<file path="src/pkg/dwc_pkg.sv">
// Purpose: Shared constants for the dual watch and configuration controller.
// Assumes: 25 MHz system clock, APB register access.
// Notes:   Offsets are byte addresses of 32-bit registers.
package dwc_pkg;
    // Clock frequency in Hz.
    localparam int unsigned CLK_HZ        = 25000000;
    // Set key hold time before the menu opens, in seconds.
    localparam int unsigned MENU_HOLD_S   = 5;
    localparam int unsigned MENU_HOLD_CYC = MENU_HOLD_S * CLK_HZ;
    // Menu inactivity timeout, in seconds.
    localparam int unsigned MENU_TMO_S    = 10;
    localparam int unsigned MENU_TMO_CYC  = MENU_TMO_S * CLK_HZ;
    // Dual watch sampling period and dwell, in milliseconds.
    localparam int unsigned DW_PERIOD_MS  = 2000;
    localparam int unsigned DW_DWELL_MS   = 200;
    localparam int unsigned DW_PERIOD_CYC = DW_PERIOD_MS * (CLK_HZ / 1000);
    localparam int unsigned DW_DWELL_CYC  = DW_DWELL_MS * (CLK_HZ / 1000);
    // Number of menu items.
    localparam logic [3:0]  MENU_ITEMS    = 4'hF;
    // Menu item indices.
    localparam logic [3:0]  ITEM_SPACING  = 4'h0;
    localparam logic [3:0]  ITEM_DISPLAY  = 4'h1;
    localparam logic [3:0]  ITEM_TALK     = 4'h2;
    localparam logic [3:0]  ITEM_ATTEN    = 4'h3;
    // Register byte offsets.
    localparam logic [7:0]  REG_CTRL      = 8'h00;
    localparam logic [7:0]  REG_STATUS    = 8'h04;
    localparam logic [7:0]  REG_FREQ      = 8'h08;
    // Display delay in seconds for codes 1..5.
    localparam int unsigned DISP_S1 = 10;
    localparam int unsigned DISP_S2 = 20;
    localparam int unsigned DISP_S3 = 30;
    localparam int unsigned DISP_S4 = 60;
    localparam int unsigned DISP_S5 = 120;
    // Reset values of settings.
    localparam logic [2:0]  RST_DISPLAY   = 3'h0;
    localparam logic [1:0]  RST_TALK      = 2'h0;
    localparam logic [3:0]  RST_ATTEN     = 4'h0;
    // Talk button selection codes.
    typedef enum logic [1:0] {
        DWC_TALK_ALL   = 2'b00,
        DWC_TALK_ONE   = 2'b01,
        DWC_TALK_LEFT  = 2'b10,
        DWC_TALK_RIGHT = 2'b11
    } dwc_talk_e;
    // Receiver tuning state.
    typedef enum logic [1:0] {
        DWC_RX_ACTIVE  = 2'b00,
        DWC_RX_STANDBY = 2'b01,
        DWC_RX_PEEK    = 2'b10,
        DWC_RX_HOLD    = 2'b11
    } dwc_rx_e;
endpackage : dwc_pkg

</file>
<file path="src/verilog/dwc_ctrl.sv">
// Purpose: Dual watch, configuration menu, display saver and talk gating.
// Assumes: Keys and knob are raw pins; APB on pclk.
// Notes:   Keys are synchronised and edge detected before use; the set key level also times the menu hold.
//
// The APB slave port and the placing of the registers are this design's own decisions.
`timescale 1ns/10ps
`default_nettype none
module dwc_ctrl
    import dwc_pkg::*;
#(
    parameter int unsigned MENU_HOLD = dwc_pkg::MENU_HOLD_CYC,
    parameter int unsigned MENU_TMO  = dwc_pkg::MENU_TMO_CYC,
    parameter int unsigned DW_PERIOD = dwc_pkg::DW_PERIOD_CYC,
    parameter int unsigned DW_DWELL  = dwc_pkg::DW_DWELL_CYC,
    parameter int unsigned SEC_CYC   = dwc_pkg::CLK_HZ
) (
    input  wire logic        pclk,
    input  wire logic        presetn,
    input  wire logic        psel,
    input  wire logic        penable,
    input  wire logic        pwrite,
    input  wire logic [7:0]  paddr,
    input  wire logic [31:0] pwdata,
    output logic [31:0]      prdata,
    output logic             pready,
    output logic             pslverr,
    input  wire logic        power_key,
    input  wire logic        dual_watch_key,
    input  wire logic        set_key,
    input  wire logic        arrow_key,
    input  wire logic        cursor_key,
    input  wire logic        knob_up,
    input  wire logic        knob_down,
    input  wire logic        talk_left,
    input  wire logic        talk_right,
    input  wire logic        intercom_in,
    input  wire logic        squelch_open,
    input  wire logic        chan_change,
    output logic             rx_on_standby,
    output logic             standby_channel_label,
    output logic             menu_active,
    output logic [3:0]       menu_item,
    output logic             display_dark,
    output logic             tx_key,
    output logic             mic_left_en,
    output logic             mic_right_en,
    output logic             intercom_out,
    output logic [3:0]       standby_atten,
    output logic             spacing_25k
);
    import dwc_pkg::*;

    ////////////////////////////////////////////////////////////////////////
    // Input synchronisers and edge detection.
    ////////////////////////////////////////////////////////////////////////
    localparam int NIN = 12;
    logic [NIN-1:0] raw_in;       // Raw asynchronous pins.
    logic [NIN-1:0] sync1_ff;     // First synchroniser stage.
    logic [NIN-1:0] sync2_ff;     // Second synchroniser stage.
    logic [NIN-1:0] prev_ff;      // Previous synchronised value.
    logic [NIN-1:0] rise;         // Rising edge strobes.
    assign raw_in = {chan_change, squelch_open, intercom_in, talk_right,
                     talk_left, knob_down, knob_up, cursor_key, arrow_key,
                     set_key, dual_watch_key, power_key};
    // Two flip-flops before any logic reads a pin.
    always_ff @(posedge pclk or negedge presetn) begin
        if (!presetn) begin
            sync1_ff <= '0;
            sync2_ff <= '0;
            prev_ff  <= '0;
        end else begin
            sync1_ff <= raw_in;
            sync2_ff <= sync1_ff;
            prev_ff  <= sync2_ff;
        end
    end
    assign rise = sync2_ff & ~prev_ff;

    // Named views of the synchronised inputs.
    logic dw_p, set_lvl, set_fall, knob_p, pwr_p, exit_p, tl, tr, sq, chg_p;
    assign pwr_p    = rise[0];
    assign dw_p     = rise[1];
    assign set_lvl  = sync2_ff[2];
    assign set_fall = ~sync2_ff[2] & prev_ff[2];
    assign exit_p   = rise[0] | rise[1] | rise[3] | rise[4];
    assign knob_p   = rise[5] | rise[6];
    assign tl       = sync2_ff[7];
    assign tr       = sync2_ff[8];
    assign sq       = sync2_ff[10];
    assign chg_p    = rise[11];
    logic any_key_p;              // Any key other than power pressed.
    assign any_key_p = |rise[4:1] | rise[7] | rise[8];

    ////////////////////////////////////////////////////////////////////////
    // Registers written over APB.
    ////////////////////////////////////////////////////////////////////////
    logic [2:0] display_ff;       // Display saving code, 0 means never.
    logic [1:0] talk_ff;          // Talk button selection.
    logic [3:0] atten_ff;         // Standby attenuation magnitude 0..9.
    logic       spacing_ff;       // High selects 25 kHz raster only.
    logic [19:0] freq_ff;         // Last proposed frequency in kHz*... units.
    logic       freq_ok_ff;       // Last proposed frequency was accepted.
    logic       wr_en;            // Access phase of a write.
    assign wr_en   = psel & penable & pwrite;
    assign pready  = 1'b1;
    assign pslverr = psel & penable &
                     (paddr != REG_CTRL) & (paddr != REG_STATUS) &
                     (paddr != REG_FREQ);

    // Settings change from APB writes or from the knob in the menu.
    logic menu_ff;
    logic [3:0] item_ff;
    always_ff @(posedge pclk or negedge presetn) begin
        if (!presetn) begin
            display_ff <= RST_DISPLAY;
            talk_ff    <= RST_TALK;
            atten_ff   <= RST_ATTEN;
            spacing_ff <= 1'b0;
        end else if (wr_en && paddr == REG_CTRL) begin
            display_ff <= (pwdata[2:0] > 3'h5) ? 3'h5 : pwdata[2:0];
            talk_ff    <= pwdata[5:4];
            atten_ff   <= (pwdata[11:8] > 4'h9) ? 4'h9 : pwdata[11:8];
            spacing_ff <= pwdata[12];
        end else if (menu_ff && knob_p && !display_dark) begin
            // The knob steps the value of the current item.
            unique case (item_ff)
                ITEM_SPACING: spacing_ff <= ~spacing_ff;
                ITEM_DISPLAY: display_ff <= (display_ff == 3'h5) ? 3'h0
                                            : display_ff + 3'h1;
                ITEM_TALK:    talk_ff    <= talk_ff + 2'h1;
                ITEM_ATTEN:   atten_ff   <= (atten_ff == 4'h9) ? 4'h0
                                            : atten_ff + 4'h1;
                default:      ;
            endcase
        end
    end

    // Frequency proposal check against spacing raster (value in kHz*1000/..).
    // Low two bits of the code: 0 marks a 25 kHz channel, others 8.33 kHz.
    always_ff @(posedge pclk or negedge presetn) begin
        if (!presetn) begin
            freq_ff    <= '0;
            freq_ok_ff <= 1'b0;
        end else if (wr_en && paddr == REG_FREQ) begin
            freq_ff    <= pwdata[19:0];
            freq_ok_ff <= !spacing_ff || (pwdata[1:0] == 2'h0);
        end
    end

    ////////////////////////////////////////////////////////////////////////
    // Configuration menu with hold entry and timeout.
    ////////////////////////////////////////////////////////////////////////
    logic [31:0] hold_ff;         // Set key hold counter.
    logic [31:0] tmo_ff;          // Menu inactivity counter.
    logic        held_ff;         // Hold already opened the menu.
    always_ff @(posedge pclk or negedge presetn) begin
        if (!presetn) begin
            hold_ff <= '0;
            held_ff <= 1'b0;
        end else if (!set_lvl) begin
            hold_ff <= '0;
            held_ff <= 1'b0;
        end else if (hold_ff < MENU_HOLD) begin
            hold_ff <= hold_ff + 32'h1;
        end else begin
            held_ff <= 1'b1;
        end
    end
    // Menu state, item index and timeout.
    always_ff @(posedge pclk or negedge presetn) begin
        if (!presetn) begin
            menu_ff <= 1'b0;
            item_ff <= ITEM_SPACING;
            tmo_ff  <= '0;
        end else if (!menu_ff) begin
            tmo_ff <= '0;
            if (set_lvl && hold_ff == MENU_HOLD && !held_ff) begin
                menu_ff <= 1'b1;
                item_ff <= ITEM_SPACING;
            end
        end else if (exit_p && !display_dark) begin
            menu_ff <= 1'b0;
        end else if (tmo_ff >= MENU_TMO - 1) begin
            menu_ff <= 1'b0;
        end else if (set_fall && !held_ff && !display_dark) begin
            item_ff <= (item_ff == MENU_ITEMS - 4'h1) ? ITEM_SPACING
                       : item_ff + 4'h1;
            tmo_ff  <= '0;
        end else if (knob_p || any_key_p) begin
            tmo_ff <= '0;
        end else begin
            tmo_ff <= tmo_ff + 32'h1;
        end
    end
    assign menu_active = menu_ff;
    assign menu_item   = item_ff;

    ////////////////////////////////////////////////////////////////////////
    // Display saver.
    ////////////////////////////////////////////////////////////////////////
    logic [31:0] idle_ff;         // Idle time counter in cycles.
    logic        dark_ff;         // Display is darkened.
    logic [31:0] limit;           // Delay in cycles for the chosen code.
    logic        wake;            // Any wake event.
    always_comb begin
        unique case (display_ff)
            3'h1:    limit = DISP_S1 * SEC_CYC;
            3'h2:    limit = DISP_S2 * SEC_CYC;
            3'h3:    limit = DISP_S3 * SEC_CYC;
            3'h4:    limit = DISP_S4 * SEC_CYC;
            default: limit = DISP_S5 * SEC_CYC;
        endcase
    end
    assign wake = any_key_p | knob_p | tx_key;
    // Idle counts from last interaction; darkens at the limit.
    always_ff @(posedge pclk or negedge presetn) begin
        if (!presetn) begin
            idle_ff <= '0;
            dark_ff <= 1'b0;
        end else if (wake || display_ff == 3'h0) begin
            idle_ff <= '0;
            dark_ff <= 1'b0;
        end else if (pwr_p && !dark_ff) begin
            // Power counts as use while lit but never wakes the display.
            idle_ff <= '0;
        end else if (idle_ff >= limit - 1) begin
            dark_ff <= 1'b1;
        end else begin
            idle_ff <= idle_ff + 32'h1;
        end
    end
    assign display_dark = dark_ff;

    ////////////////////////////////////////////////////////////////////////
    // Dual watch mode and receiver scheduling.
    ////////////////////////////////////////////////////////////////////////
    logic    dw_on_ff;            // Dual watch enabled.
    dwc_rx_e rx_ff;               // Receiver tuning state.
    logic [31:0] dwt_ff;          // Interval timer.
    // Key toggles the mode; channel change forces it off.
    always_ff @(posedge pclk or negedge presetn) begin
        if (!presetn) begin
            dw_on_ff <= 1'b0;
        end else if (chg_p) begin
            dw_on_ff <= 1'b0;
        end else if (dw_p && !display_dark && !menu_ff) begin
            dw_on_ff <= ~dw_on_ff;
        end
    end
    // Standby most of the time, peek at active each period.
    always_ff @(posedge pclk or negedge presetn) begin
        if (!presetn) begin
            rx_ff  <= DWC_RX_ACTIVE;
            dwt_ff <= '0;
        end else if (!dw_on_ff) begin
            rx_ff  <= DWC_RX_ACTIVE;
            dwt_ff <= '0;
        end else begin
            unique case (rx_ff)
                DWC_RX_ACTIVE, DWC_RX_STANDBY: begin
                    if (tx_key) begin
                        rx_ff <= DWC_RX_HOLD;
                    end else if (dwt_ff >= DW_PERIOD - 1) begin
                        rx_ff  <= DWC_RX_PEEK;
                        dwt_ff <= '0;
                    end else begin
                        rx_ff  <= DWC_RX_STANDBY;
                        dwt_ff <= dwt_ff + 32'h1;
                    end
                end
                DWC_RX_PEEK: begin
                    if (sq || tx_key) begin
                        rx_ff <= DWC_RX_HOLD;
                    end else if (dwt_ff >= DW_DWELL - 1) begin
                        rx_ff  <= DWC_RX_STANDBY;
                        dwt_ff <= '0;
                    end else begin
                        dwt_ff <= dwt_ff + 32'h1;
                    end
                end
                DWC_RX_HOLD: begin
                    dwt_ff <= '0;
                    if (!sq && !tx_key) begin
                        rx_ff <= DWC_RX_STANDBY;
                    end
                end
            endcase
        end
    end
    // Gated so that the receiver never shows standby while keyed or off.
    assign rx_on_standby         = dw_on_ff && !tx_key &&
                                   (rx_ff == DWC_RX_STANDBY);
    assign standby_channel_label = dw_on_ff;
    assign standby_atten         = atten_ff;
    assign spacing_25k           = spacing_ff;

    ////////////////////////////////////////////////////////////////////////
    // Talk button gating.
    ////////////////////////////////////////////////////////////////////////
    logic tx_ff, ml_ff, mr_ff;
    always_ff @(posedge pclk or negedge presetn) begin
        if (!presetn) begin
            tx_ff <= 1'b0;
            ml_ff <= 1'b0;
            mr_ff <= 1'b0;
        end else begin
            unique case (dwc_talk_e'(talk_ff))
                DWC_TALK_ALL: begin
                    tx_ff <= tl | tr;
                    ml_ff <= tl | tr;
                    mr_ff <= tl | tr;
                end
                DWC_TALK_ONE: begin
                    tx_ff <= tl | tr;
                    ml_ff <= tl;
                    mr_ff <= tr;
                end
                DWC_TALK_LEFT: begin
                    tx_ff <= tl;
                    ml_ff <= tl;
                    mr_ff <= 1'b0;
                end
                DWC_TALK_RIGHT: begin
                    tx_ff <= tr;
                    ml_ff <= 1'b0;
                    mr_ff <= tr;
                end
            endcase
        end
    end
    assign tx_key       = tx_ff;
    assign mic_left_en  = ml_ff;
    assign mic_right_en = mr_ff;
    assign intercom_out = sync2_ff[9];

    ////////////////////////////////////////////////////////////////////////
    // APB read data.
    ////////////////////////////////////////////////////////////////////////
    always_ff @(posedge pclk or negedge presetn) begin
        if (!presetn) begin
            prdata <= '0;
        end else if (psel && !penable && !pwrite) begin
            unique case (paddr)
                REG_CTRL:   prdata <= {19'h0, spacing_ff, atten_ff, 2'h0,
                                       talk_ff, 1'b0, display_ff};
                REG_STATUS: prdata <= {22'h0, item_ff, rx_ff, dark_ff,
                                       menu_ff, tx_ff, dw_on_ff};
                REG_FREQ:   prdata <= {11'h0, freq_ok_ff, freq_ff};
                default:    prdata <= 32'h0;
            endcase
        end
    end
endmodule : dwc_ctrl
`default_nettype wire
</file>
<file path="config.mk">
export PLATFORM = sky130hd
export DESIGN_NAME = dwc_ctrl
export DESIGN_NICKNAME = d
export VERILOG_FILES = /design/src/pkg/dwc_pkg.sv /design/src/verilog/dwc_ctrl.sv
export SDC_FILE = /design/constraint.sdc
export NUM_CORES = 1
export LEC_CHECK = 0
export ABC_AREA = 0
export BUFFER_PORTS_ARGS = -buffer_cell sky130_fd_sc_hd__buf_2
export CAP_MARGIN = 30
export CORE_ASPECT_RATIO = 0.6
export CORE_UTILIZATION = 45
export CTS_BUF_LIST = sky130_fd_sc_hd__clkbuf_8
export DETAILED_ROUTE_END_ITERATION = 12
export GPL_TIMING_DRIVEN = 1
export PLACE_DENSITY = 0.61
export SYNTH_ARGS = -nofsm -noshare
export SYNTH_HDL_FRONTEND = slang
export SYNTH_SLANG_ARGS = --single-unit
</file>
<file path="constraint.sdc">
create_clock -name pclk -period 4.56 [get_ports pclk]
set_input_delay 0.684 -clock pclk [delete_from_list [all_inputs] [get_ports pclk]]
set_output_delay 0.684 -clock pclk [all_outputs]
set_load 0.05 [all_outputs]
</file>
# Word-level counts from Yosys, hierarchy flattened
# Index checks and enable logic that the tools add are counted.
dict set report op_classes {
  n_eq_ne 32
  n_bitwise 20
  n_addsub 9
  reduce_logical 58
  magnitude_cmp 7
  n_mux 61
}
# cell n
set ops {}
lappend ops {{$mux 32} 15}
lappend ops {{$add 32x1->32 const B} 4}
lappend ops {{$pmux 32 s4} 1}
lappend ops {{$pmux 32 s3} 1}
lappend ops {{$pmux 21 s3} 1}
lappend ops {{$mux 4} 11}
lappend ops {{$eq 32x27->1 const B} 1}
lappend ops {{$ge 32x23->1 const B} 1}
lappend ops {{$ge 32x26->1 const B} 1}
lappend ops {{$ge 32x28->1 const B} 1}
lappend ops {{$ge 32x32->1} 1}
lappend ops {{$lt 32x27->1 const B} 1}
lappend ops {{$sub 32x1->32 const B} 1}
lappend ops {{$mux 2} 9}
lappend ops {{$logic_and 1x1->1} 17}
lappend ops {{$reduce_and 2->1} 8}
lappend ops {{$reduce_bool 2->1} 8}
lappend ops {{$mux 3} 5}
lappend ops {{$mux 1} 14}
lappend ops {{$and 12x12->12} 1}
lappend ops {{$ne 3x3->1 const B} 4}
lappend ops {{$not 12->12} 1}
lappend ops {{$or 1x1->1} 9}
lappend ops {{$pmux 1 s3} 3}
lappend ops {{33 further kinds} 68}
dict set report word_totals {
  output_inout_bits 51
  input_bits 57
  ff_bits 240
  elab_cells 210
}

# Longest topological paths before layout
# Gate-level depths: netlist of the first run.
dict set report logic_depth {
  depth_word 11
  mapped_depth 17
  mapped_depth_nobuf 14
}

# Worst setup path before layout of the first run
# No wires, ideal clock.
dict set report synth_path {
  path_kind {register to register}
  startpoint {register display_ff[2]}
  endpoint {register idle_ff[29]}
  path_buffers 3
  stages_incl_launch_ff 17
  required_ns 4.482
  arrival_ns 3.671
  setup_time_ns 0.078
  path_slack_ns 0.811
  synth_period_minus_slack_ns 3.749
  path_cell_list {dfrtp_1 > clkbuf_1 > inv_1 > nor3_1 > nor3_1 > ha_1 > xor2_1 > ha_1 > a21oi_1 > o21a_1 > o31a_1 > o211ai_2 > or4_1 > buf_4 > buf_8 > or3_1 > a21oi_1}
}
dict set report synth_via {
  elab_chain_len 5
  elab_cells_between_ends 11
  cone_classes {1 x add/sub; 1 x order compare; 5 x eq/ne; 2 x mux; 2 x reduce/logical}
}
# item line
set synth_lines {}
lappend synth_lines {{from (decl)} dwc_ctrl.sv:97} ;# logic [2:0] display_ff;
lappend synth_lines {{from (signal assigned)} dwc_ctrl.sv:120} ;# display_ff <= (pwdata[2:0] > 3'h5) ? 3'h5 : pwdata[2:0];
lappend synth_lines {{from (signal assigned)} dwc_ctrl.sv:128} ;# ITEM_DISPLAY: display_ff <= (display_ff == 3'h5) ? 3'h0
lappend synth_lines {{$eq 3x3->1 (tied with other cells)} dwc_ctrl.sv:206} ;# unique case (display_ff)
lappend synth_lines {{$pmux 32 s4} dwc_ctrl.sv:206}
lappend synth_lines {{$sub 32x1->32} dwc_ctrl.sv:226} ;# end else if (idle_ff >= limit - 1) begin
lappend synth_lines {{$ge 32x32->1} dwc_ctrl.sv:226}
lappend synth_lines {{$ne 3x3->1 (no line)} -}
lappend synth_lines {{to (signal assigned)} dwc_ctrl.sv:229} ;# idle_ff <= idle_ff + 32'h1;
lappend synth_lines {{to (decl)} dwc_ctrl.sv:201} ;# logic [31:0] idle_ff;
# Several ways; a longest one is shown, not always the timed one.
# A chain may end at the register's enable or synchronous reset.

# Worst setup path in the final report of the first run
dict set report layout_path {
  startpoint {register display_ff[0]}
  endpoint {register idle_ff[1]}
}
# Same word-level chain as after synthesis.

==> impl_metrics.ini, run 1 <==
[run_status]
outcome = completed

[detailed_routing]
ant_nets = 0
via_count = 8965
wl_um = 26500
first_iter_violations = 754
viasPerCell = 5.44
drc_errors = 0
wl_per_cell_um = 16.1
drt-pass1-iter-count = 5

[global_routing]
grt_overflow = 0
grt_pass1_wl_um = 44800
track_usage_pct = 20.6
grt_pass1_vias = 8603
antenna_found_initial = 0
grt_max_degree = 107

[timing]
max_freq_mhz = 244
clock_skew_ns = 0.0133
rsz0062_at_grt = no
slew-limit-headroom_pct = 33.5
period_share_pct = 90.1
finalMaxSlewViolations = 0
tns_ns = 0
setup_viol = 0
max_slew.worst_pin.slew_ns = 0.995
min_period_ns = 4.11
hold_viol_final = 0
finalHoldWorstSlack_ns = 0.183

[yosys]
yosys_warnings = 0
ys_ff_latch = 227
synthSimpleGateAreaFrac_pct = 21.7
synthTopCellsByArea = dfrtp_1 (48%), ha_1 (3.8%), xnor2_1 (3.1%)
synth_top_cell_by_area = dfrtp_1
netlist_instances = 1195
yosys.area_share.adder_pct = 3.83
synth_xor_area_share_pct = 3.57
synth_compound_area_share_pct = 14.9
ys_async_sr_fraction_pct = 100
syn_area_mm2 = 0.0118
synth-main-ff-cell = dfrtp_1
synth_top_area_share_pct = 48.2
synth_top_family_by_area = simple AND/OR/NAND/NOR gates
synth_edf_count = 0
muxShareOfSynthArea_pct = 3.29
synth.distinct_cells = 75
ys_seq_area_share_pct = 48.2
avgSynthCellArea_um2 = 9.85

[clock_network]
htreeDepth = 2
cts_hold_buf = 0
cts_resized = 0
clockBufferDepth = 3
cts_buffers = 37
clkTransAtPathRegs_ns = 0.07
cts-root-buf = clkbuf_8
cts_tree = done
worstSkewPairLatency_ns = 0.55
cts_sinks = 227
cts_setup_buffers = 0

[power]
power-per-cell-area_mw_per_mm2 = 317
p_leak_uw = 0.00599
ir_drop_mv = 0.230

[critical_path]
rrSetupSlack_ns = 0.45
critPathKind = reg2reg
path_max_fanout = 11
cp_data_arrival_time_ns = 4.52
reg2reg_from = display_ff[0]$_DFFE_PN0P_
cp-end-kind = flip-flop
r2r_end = idle_ff[1]$_DFFE_PN0P_
r2r_cells = 13
worstPathRequired_ns = 4.97
startpoint_type = flip-flop

[floorplan]
rows = 45
die_area_mm2 = 0.0268
ioPinCount = 108
die_h_um = 127
start_util_pct = 46.2
core_mm2 = 0.0255
die_w_um = 211

[layout]
final_core_util_pct = 51.7
syn_to_final_growth_pct = 11.9
drive_gt1_share_pct = 15.0
final_nets = 1365
fin_area_mm2 = 0.0132
diodes = 0

[flow_run]
drv_cap = 0

[worst_hold_path]
hp-class = in2async

[place]
place.gp.congestion = 0.788
dpl.hpwl_um = 18100
post_dp_cell_area_mm2 = 0.0124
port_buffers = 83
-- flip-flops by register name, summed over array words and instances, names as in the netlist, 2 cells and up --
register,count
display_ff,3
dwt_ff,32
freq_ff,20
hold_ff,32
idle_ff,32
menu_item,4
prdata,21
prev_ff,10
rx_ff,2
standby_atten,4
sync1_ff,12
sync2_ff,12
talk_ff,2
tmo_ff,32
-- cells in the mapped netlist, types with 24 or more instances --
cell type and count:
clkbuf_1 39, nand2_1 91, dfrtp_1 227, a21oi_1 70, xnor2_1 42, and2_1 42
o21ai_0 58, or3_1 29, nand3_1 49, and3_1 24, ha_1 36, inv_1 40
nor2_1 84, nand4_1 26
-- final cells by class --
cell class,count,area (µm²)
Clock buffer,49,674
Clock inverter,15,87.6
Fill cell,2340,12300
Inverter,40,150
Multi-Input combinational cell,869,5610
Sequential cell,227,5680
Tap cell,352,440
Timing Repair Buffer,97,531
-- through the flow --
stage                     setup slack, ns  power [µW]  cells
after floorplan                     0.811        2290   1205
after global placement              0.577        2380   1585
after detailed placement            0.467        2390   1585
after CTS                           0.472        4240   1649
after global routing                0.239        4370   1649
final                               0.454        4170   1649
-- power breakdown --
| group | total (µW) | leakage [µW] | switching (µW) | internal, µW |
|---|---|---|---|---|
| combinational | 263 | 0.00253 | 193 | 70.5 |
| clock | 1830 | 0.000434 | 817 | 1010 |
| sequential | 2080 | 0.00303 | 35.1 | 2050 |
| total | 4170 | 0.00599 | 1040 | 3130 |
-- worst max path at each step --
stage | cells after the start | end | start | slack [ns]
after CTS | 13 | idle_ff[1]$_DFFE_PN0P_ | display_ff[0]$_DFFE_PN0P_ | 0.47
after global routing | 13 | idle_ff[1]$_DFFE_PN0P_ | display_ff[0]$_DFFE_PN0P_ | 0.24
after floorplan | 16 | idle_ff[29]$_DFFE_PN0P_ | display_ff[2]$_DFFE_PN0P_ | 0.81
final | 13 | idle_ff[1]$_DFFE_PN0P_ | display_ff[0]$_DFFE_PN0P_ | 0.45
after global placement | 13 | idle_ff[1]$_DFFE_PN0P_ | display_ff[0]$_DFFE_PN0P_ | 0.58
after detailed placement | 13 | idle_ff[1]$_DFFE_PN0P_ | display_ff[0]$_DFFE_PN0P_ | 0.47
-- layout by cell type (no fill, tap or decap), types with 21 or more instances in the layout --
master / count
nor2_1: 84
nor3_1: 21
nand3_1: 49
nor4_1: 21
dfrtp_1: 227
mux2_2: 22
ha_1: 36
or3_1: 29
nand4_1: 26
and3_1: 24
o21ai_0: 58
inv_1: 52
a21oi_1: 70
clkbuf_8: 49
and2_1: 42
buf_2: 82
xnor2_1: 42
nand2_1: 91
-- per-layer routing --
layer  vias up  global-route usage, %  wire length (µm)
li1       4444                      -                 -
met4         0                   5.33               394
met1      4286                   33.0             14400
met5         -                      0                 0
met2       198                   27.8             10300
met3        37                   3.93              1340
-- kinds of logic after synthesis --
| kind of cell | count (synthesis) |
|---|---|
| adders and majority gates | 36 |
| DFF | 227 |
| xor gates and xnor gates | 48 |
| muxes | 36 |
| buffers and inverters | 109 |
| AOI/OAI and AO/OA | 263 |
| other | 2 |
| and+or+nand+nor | 474 |
-- worst max-delay path: stages, from the launching register on --
cell and delay (ns):
dfrtp_1 0.51, xor2_1 0.20, o21ai_1 0.36, nor2b_1 0.47, nor3_1 0.10, ha_1 0.33, nand3_2 0.10, or4_4 0.57
or4_1 0.55, o211ai_2 0.15, buf_4 0.21, or2_4 0.19, mux2i_1 0.20, nor2_1 0.05
No activity file was read; power rests on OpenSTA's default activity.
==> inputs of run 2 (changes only) <==
- CELL_PAD_IN_SITES_DETAIL_PLACEMENT: default -> 2
- CELL_PAD_IN_SITES_GLOBAL_PLACEMENT: default -> 2
- CORE_UTILIZATION: 45 -> 40
- PLACE_DENSITY: 0.61 -> 0.81
- SLEW_MARGIN: default -> 40
==> run 2 against run 1 <==
  * Via count up 7.1%
  * Flip-flop and latch count stayed put
  * First-iteration DRC count fell by 26%
  * Die area rose by 12%
  * Critical path depth is 2 higher
  * Critical endpoint is now idle_ff[27]$_DFFE_PN0P_
==> impl_metrics.ini, run 2 (synthesis gave the netlist of run 1 again) <==
[run_status]
outcome = completed

[clock_network]
cts_sinks = 227
cts-root-buf = clkbuf_8
clockBufferDepth = 3
cts_setup_buffers = 0
worstSkewPairLatency_ns = 0.55
clkTransAtPathRegs_ns = 0.07
cts_buffers = 37
htreeDepth = 2
cts_hold_buf = 0
cts_resized = 0
cts_tree = done

[detailed_routing]
wl_um = 34900
first_iter_violations = 556
wl_per_cell_um = 20.8
viasPerCell = 5.72
drt-pass1-iter-count = 5
ant_nets = 0
drc_errors = 0
via_count = 9604

[power]
power-per-cell-area_mw_per_mm2 = 318
ir_drop_mv = 0.242
p_leak_uw = 0.00602
power.switching_uw = 1100
p_seq_share_pct = 49.3
swShare_pct = 26.0
combPwrFrac_pct = 6.6
p_clk_share_pct = 44.1
internal_power_uw = 3130

[timing]
rsz0062_at_grt = no
hold_viol_final = 0
period_share_pct = 91.3
finalMaxSlewViolations = 0
slew-limit-headroom_pct = 46.0
setup_viol = 0
max_freq_mhz = 240
clock_skew_ns = 0.0113
max_slew.worst_pin.slew_ns = 0.810
min_period_ns = 4.17
tns_ns = 0

[floorplan]
die_area_mm2 = 0.0301
core_mm2 = 0.0288
die_h_um = 135
start_util_pct = 40.8
die_w_um = 223
rows = 48
ioPinCount = 108

[global_routing]
grt_pass1_vias = 10400
track_usage_pct = 23.9
grt_max_degree = 89
grt_overflow = 0
antenna_found_initial = 0
grt_pass1_wl_um = 57200

[layout]
diodes = 0
syn_to_final_growth_pct = 12.8
multi_input_area_mm2 = 0.00564
final_core_util_pct = 46.1
fill_cells = 3076
final_cell_mix = dfrtp_1 (227), nand2_1 (90), nor2_1 (84)
seq_area_mm2 = 0.00568
layout_commonest_cell = dfrtp_1
final_nets = 1368
drive_gt1_share_pct = 15.7

[critical_path]
path_max_fanout = 17
critPathKind = reg2reg
startpoint_type = flip-flop
worst_path_max_delay_cell = or4_1
path_cells = and2_1 > ha_1 > nor2_1 > inv_1 > nor3_1 > xor2_1 > ha_1 > a21oi_1 > o21a_1 > o31a_1 > o211ai_2 > or4_1 > buf_4 > or4_1 > a21oi_1
slowest_delay_ns = 0.53
cp_data_arrival_time_ns = 4.64
worstPathRequired_ns = 5.03
cp-end-kind = flip-flop

[flow_run]
drv_cap = 0

[place]
dpl.hpwl_um = 24300
port_buffers = 83
place.gp.congestion = 0.774

[worst_hold_path]
hp-class = in2async
==> run 2: critical path, delay by kind of cell (launching register included) <==
family | cells | cell delay [ns]
DFF | 1 | 0.52
and+or+nand+nor | 5 | 1.66
buffers and inverters | 2 | 0.39
AOI/OAI and AO/OA | 5 | 0.78
adders and majority gates | 2 | 0.55
xor gates and xnor gates | 1 | 0.19
==> run 2: final timing paths <==
check                      depth (start not counted)  slack (ns)                 endpoint                 startpoint
hold / removal                                     1        0.09  idle_ff[25]$_DFFE_PN0P_                    presetn
max in group asynchronous                          2        3.40    sync1_ff[7]$_DFF_PN0_                    presetn
setup / recovery                                  15        0.39  idle_ff[27]$_DFFE_PN0P_  display_ff[0]$_DFFE_PN0P_
hold reg to reg                                    0        0.35    sync2_ff[8]$_DFF_PN0_      sync1_ff[8]$_DFF_PN0_
setup reg to reg                                  15        0.39  idle_ff[27]$_DFFE_PN0P_  display_ff[0]$_DFFE_PN0P_
min in group pclk                                  1        0.24    sync1_ff[3]$_DFF_PN0_                  arrow_key
==> run 2: layout make-up <==
| type | instances | share of cell area (%) |
|---|---|---|
| multi-input cells | 869 | 42.5 |
| clock inverters | 15 | 0.481 |
| well taps | 375 | 3.53 |
| repair buffers | 100 | 4.22 |
| inverters | 40 | 1.13 |
| flip-flops and latches | 227 | 42.8 |
| clock buffers | 52 | 5.39 |
==> run 2: per-layer routing <==
metal  part of all wire [%]  track usage (%)  wire (µm)  up-vias
met4                    1.8             6.43        625        0
met2                     45             37.3      15700      158
met1                     50             34.6      17400     4967
met3                    3.4             3.68       1170       50
met5                      0                0          0        -
li1                       -                -          -     4429
==> run 2: power by group through the flow <==
stage	logic [µW]	clock network, µW	registers (µW)
finish	281	1860	2080
global route	310	2000	2090
floorplan	173	0	2110
CTS	286	1920	2080
detailed placement	283	0	2120
global placement	270	0	2120
==> run 2: through the flow <==
step                cells  total power (µW)  hold slack (ns)  setup slack, ns  instance area, µm²
floorplan            1205              2290            0.331            0.811               11800
global placement     1610              2390            0.332            0.666               12500
detailed placement   1611              2400            0.337            0.507               12500
CTS                  1678              4290            0.115            0.376               13300
global route         1678              4390            0.140            0.189               13300
finish               1678              4230           0.0866            0.394               13300
==> inputs of run 3 (changes only) <==
- RECOVER_POWER: default -> 25
- REMOVE_ABC_BUFFERS: default -> 1
==> run 3 against run 2 <==
  * The run now ends with capacitance limit, slew limit left
  * Final area shrank 0.28%
  * Critical path type unchanged
  * Setup slack worse by 0.044 ns
  * Power up 0.68%
  * Flip-flop and latch count is the same
  * Maximum frequency fell by 1.0%
  * Register-to-register slack worse by 0.04 ns
  * Die area unchanged
  * First-iteration DRC count increased by 7.0%
  * Clock skew rose by 0.0092 ns
  * Via count increased by 0.11%
  * Global-route usage increased by 0.38 points
  * Largest cell class unchanged
  * Sequential share of layout area up 0.12 points
==> impl_metrics.ini, run 3 (synthesis gave the netlist of run 1 again) <==
[critical_path]
path_depth = 15
crit_end = idle_ff[28]$_DFFE_PN0P_
critical-path-top-delay-family = simple AND/OR/NAND/NOR gates
r2r_end = idle_ff[28]$_DFFE_PN0P_
crit_start = display_ff[0]$_DFFE_PN0P_
r2r_cells = 15
critPathKind = reg2reg
path_max_fanout = 16
rrSetupSlack_ns = 0.35
worst_path_max_delay_cell = or4_4
reg2reg_from = display_ff[0]$_DFFE_PN0P_
worst-path-buf-inv = 2
path_cells = and2_1 > ha_1 > nor2_1 > inv_1 > nor3_1 > xor2_1 > ha_1 > a21oi_1 > o21a_1 > o31a_1 > o211ai_2 > buf_4 > or4_4 > or3_1 > a21oi_1
startpoint_type = flip-flop
cp-end-kind = flip-flop
slowest_delay_ns = 0.60
worstPathRequired_ns = 5.01
cp_data_arrival_time_ns = 4.66

[detailed_routing]
viasPerCell = 5.75
wl_um = 35900
wl_met3_um = 1270
drt-pass1-iter-count = 4
ant_nets = 0
route.met2.wl_um = 16600
first_iter_violations = 595
top_layer = met4
drc_errors = 0
via_count = 9615
wl_met1_um = 17400
wl_per_cell_um = 21.5

[global_routing]
grt_pass1_vias = 10600
grt_pass1_wl_um = 58400
grt_overflow = 0
antenna_found_initial = 1
grt_max_degree = 93
track_usage_pct = 24.3

[floorplan]
ioPinCount = 108
die_w_um = 223
die_h_um = 135
rows = 48
start_util_pct = 40.8
die_area_mm2 = 0.0301
core_mm2 = 0.0288

[place]
port_buffers = 83
dpl.hpwl_um = 24800
place.gp.congestion = 0.774
dpl.cell_count = 1609
dp_worst_setup_slack_ns = 0.475

[worst_hold_path]
hp-class = in2reg

[timing]
rsz0062_at_grt = no
max_freq_mhz = 238
tns_ns = 0
slew-limit-headroom_pct = -68.0
max_slew.worst_pin.slew_ns = 2.52
setup_viol = 0
period_share_pct = 92.3
worst_slack_ns = 0.350
clock_skew_ns = 0.0205
min_period_ns = 4.21
finalMaxSlewViolations = 91
hold_viol_final = 0

[clock_network]
cts_hold_buf = 0
htreeDepth = 2
worstSkewPairLatency_ns = 0.55
cts-root-buf = clkbuf_8
cts_setup_buffers = 0
cts_tree = done
cts_buffers = 37
clkTransAtPathRegs_ns = 0.07
cts_sinks = 227
clockBufferDepth = 3
cts_resized = 0

[layout]
stdcell_count = 1672
syn_to_final_growth_pct = 12.5
layout_commonest_cell = dfrtp_1
drive_gt1_share_pct = 15.4
final_nets = 1366
final_cell_mix = dfrtp_1 (227), nand2_1 (90), nor2_1 (84)

[power]
ir_drop_mv = 0.220
power-per-cell-area_mw_per_mm2 = 321
total_power_uw = 4260
p_leak_uw = 0.00599

[flow_run]
drv_cap = 1

[run_status]
outcome = complete, but fails checks
violations = capacitance limit, slew limit
==> run 3: cell types whose count changed in the layout (fill, tap and decap cells not counted), sizes merged <==
| cell | previous run | this run |
|---|---|---|
| inv | 51 | 50 |
| buf | 100 | 97 |
| clkbuf | 52 | 47 |
| bufinv | 0 | 2 |
| diode | 0 | 1 |
==> run 3: area by class of cell <==
cell class | count | area (µm²)
clock inverter | 16 | 125
fill | 3107 | 15600
inverter | 40 | 150
sequential | 227 | 5680
timing repair buffer | 98 | 541
tap | 375 | 469
multi-input combinational | 869 | 5640
clock buffer | 46 | 633
antenna | 1 | 2.50
==> run 3: worst min path at each step <==
stage,to,startpoint,cells past startpoint
4_1_cts,idle_ff[18]$_DFFE_PN0P_,presetn,1
3_5_place_dp,sync2_ff[2]$_DFF_PN0_,sync1_ff[2]$_DFF_PN0_,0
2_1_floorplan,sync2_ff[0]$_DFF_PN0_,sync1_ff[0]$_DFF_PN0_,0
5_1_grt,sync1_ff[8]$_DFF_PN0_,talk_right,1
3_3_place_gp,sync2_ff[5]$_DFF_PN0_,sync1_ff[5]$_DFF_PN0_,0
6_report,sync1_ff[9]$_DFF_PN0_,intercom_in,1
==> run 3: per-stage QoR <==
stage / utilization [%] / hold WS, ns / cell area, µm²
finish: 45.9 / 0.246 / 13200
detailed placement: 43.3 / 0.339 / 12500
global route: 45.9 / 0.204 / 13200
CTS: 45.9 / 0.168 / 13200
global placement: 43.2 / 0.332 / 12500
floorplan: - / 0.331 / 11400
==> run 3: report_power, final <==
| group | internal [µW] | switching [µW] | leakage, µW |
|---|---|---|---|
| sequential | 2050 | 39.3 | 0.00303 |
| combinational | 71.9 | 210 | 0.00253 |
| clock | 1020 | 866 | 0.000423 |
| total | 3140 | 1120 | 0.00599 |
==> run 3: routing by layer <==
layer  GRT usage [%]  up-vias
li1                -     4433
met2            39.3      155
met1            33.8     4980
met4            6.01        0
met5               0        -
met3            4.24       47
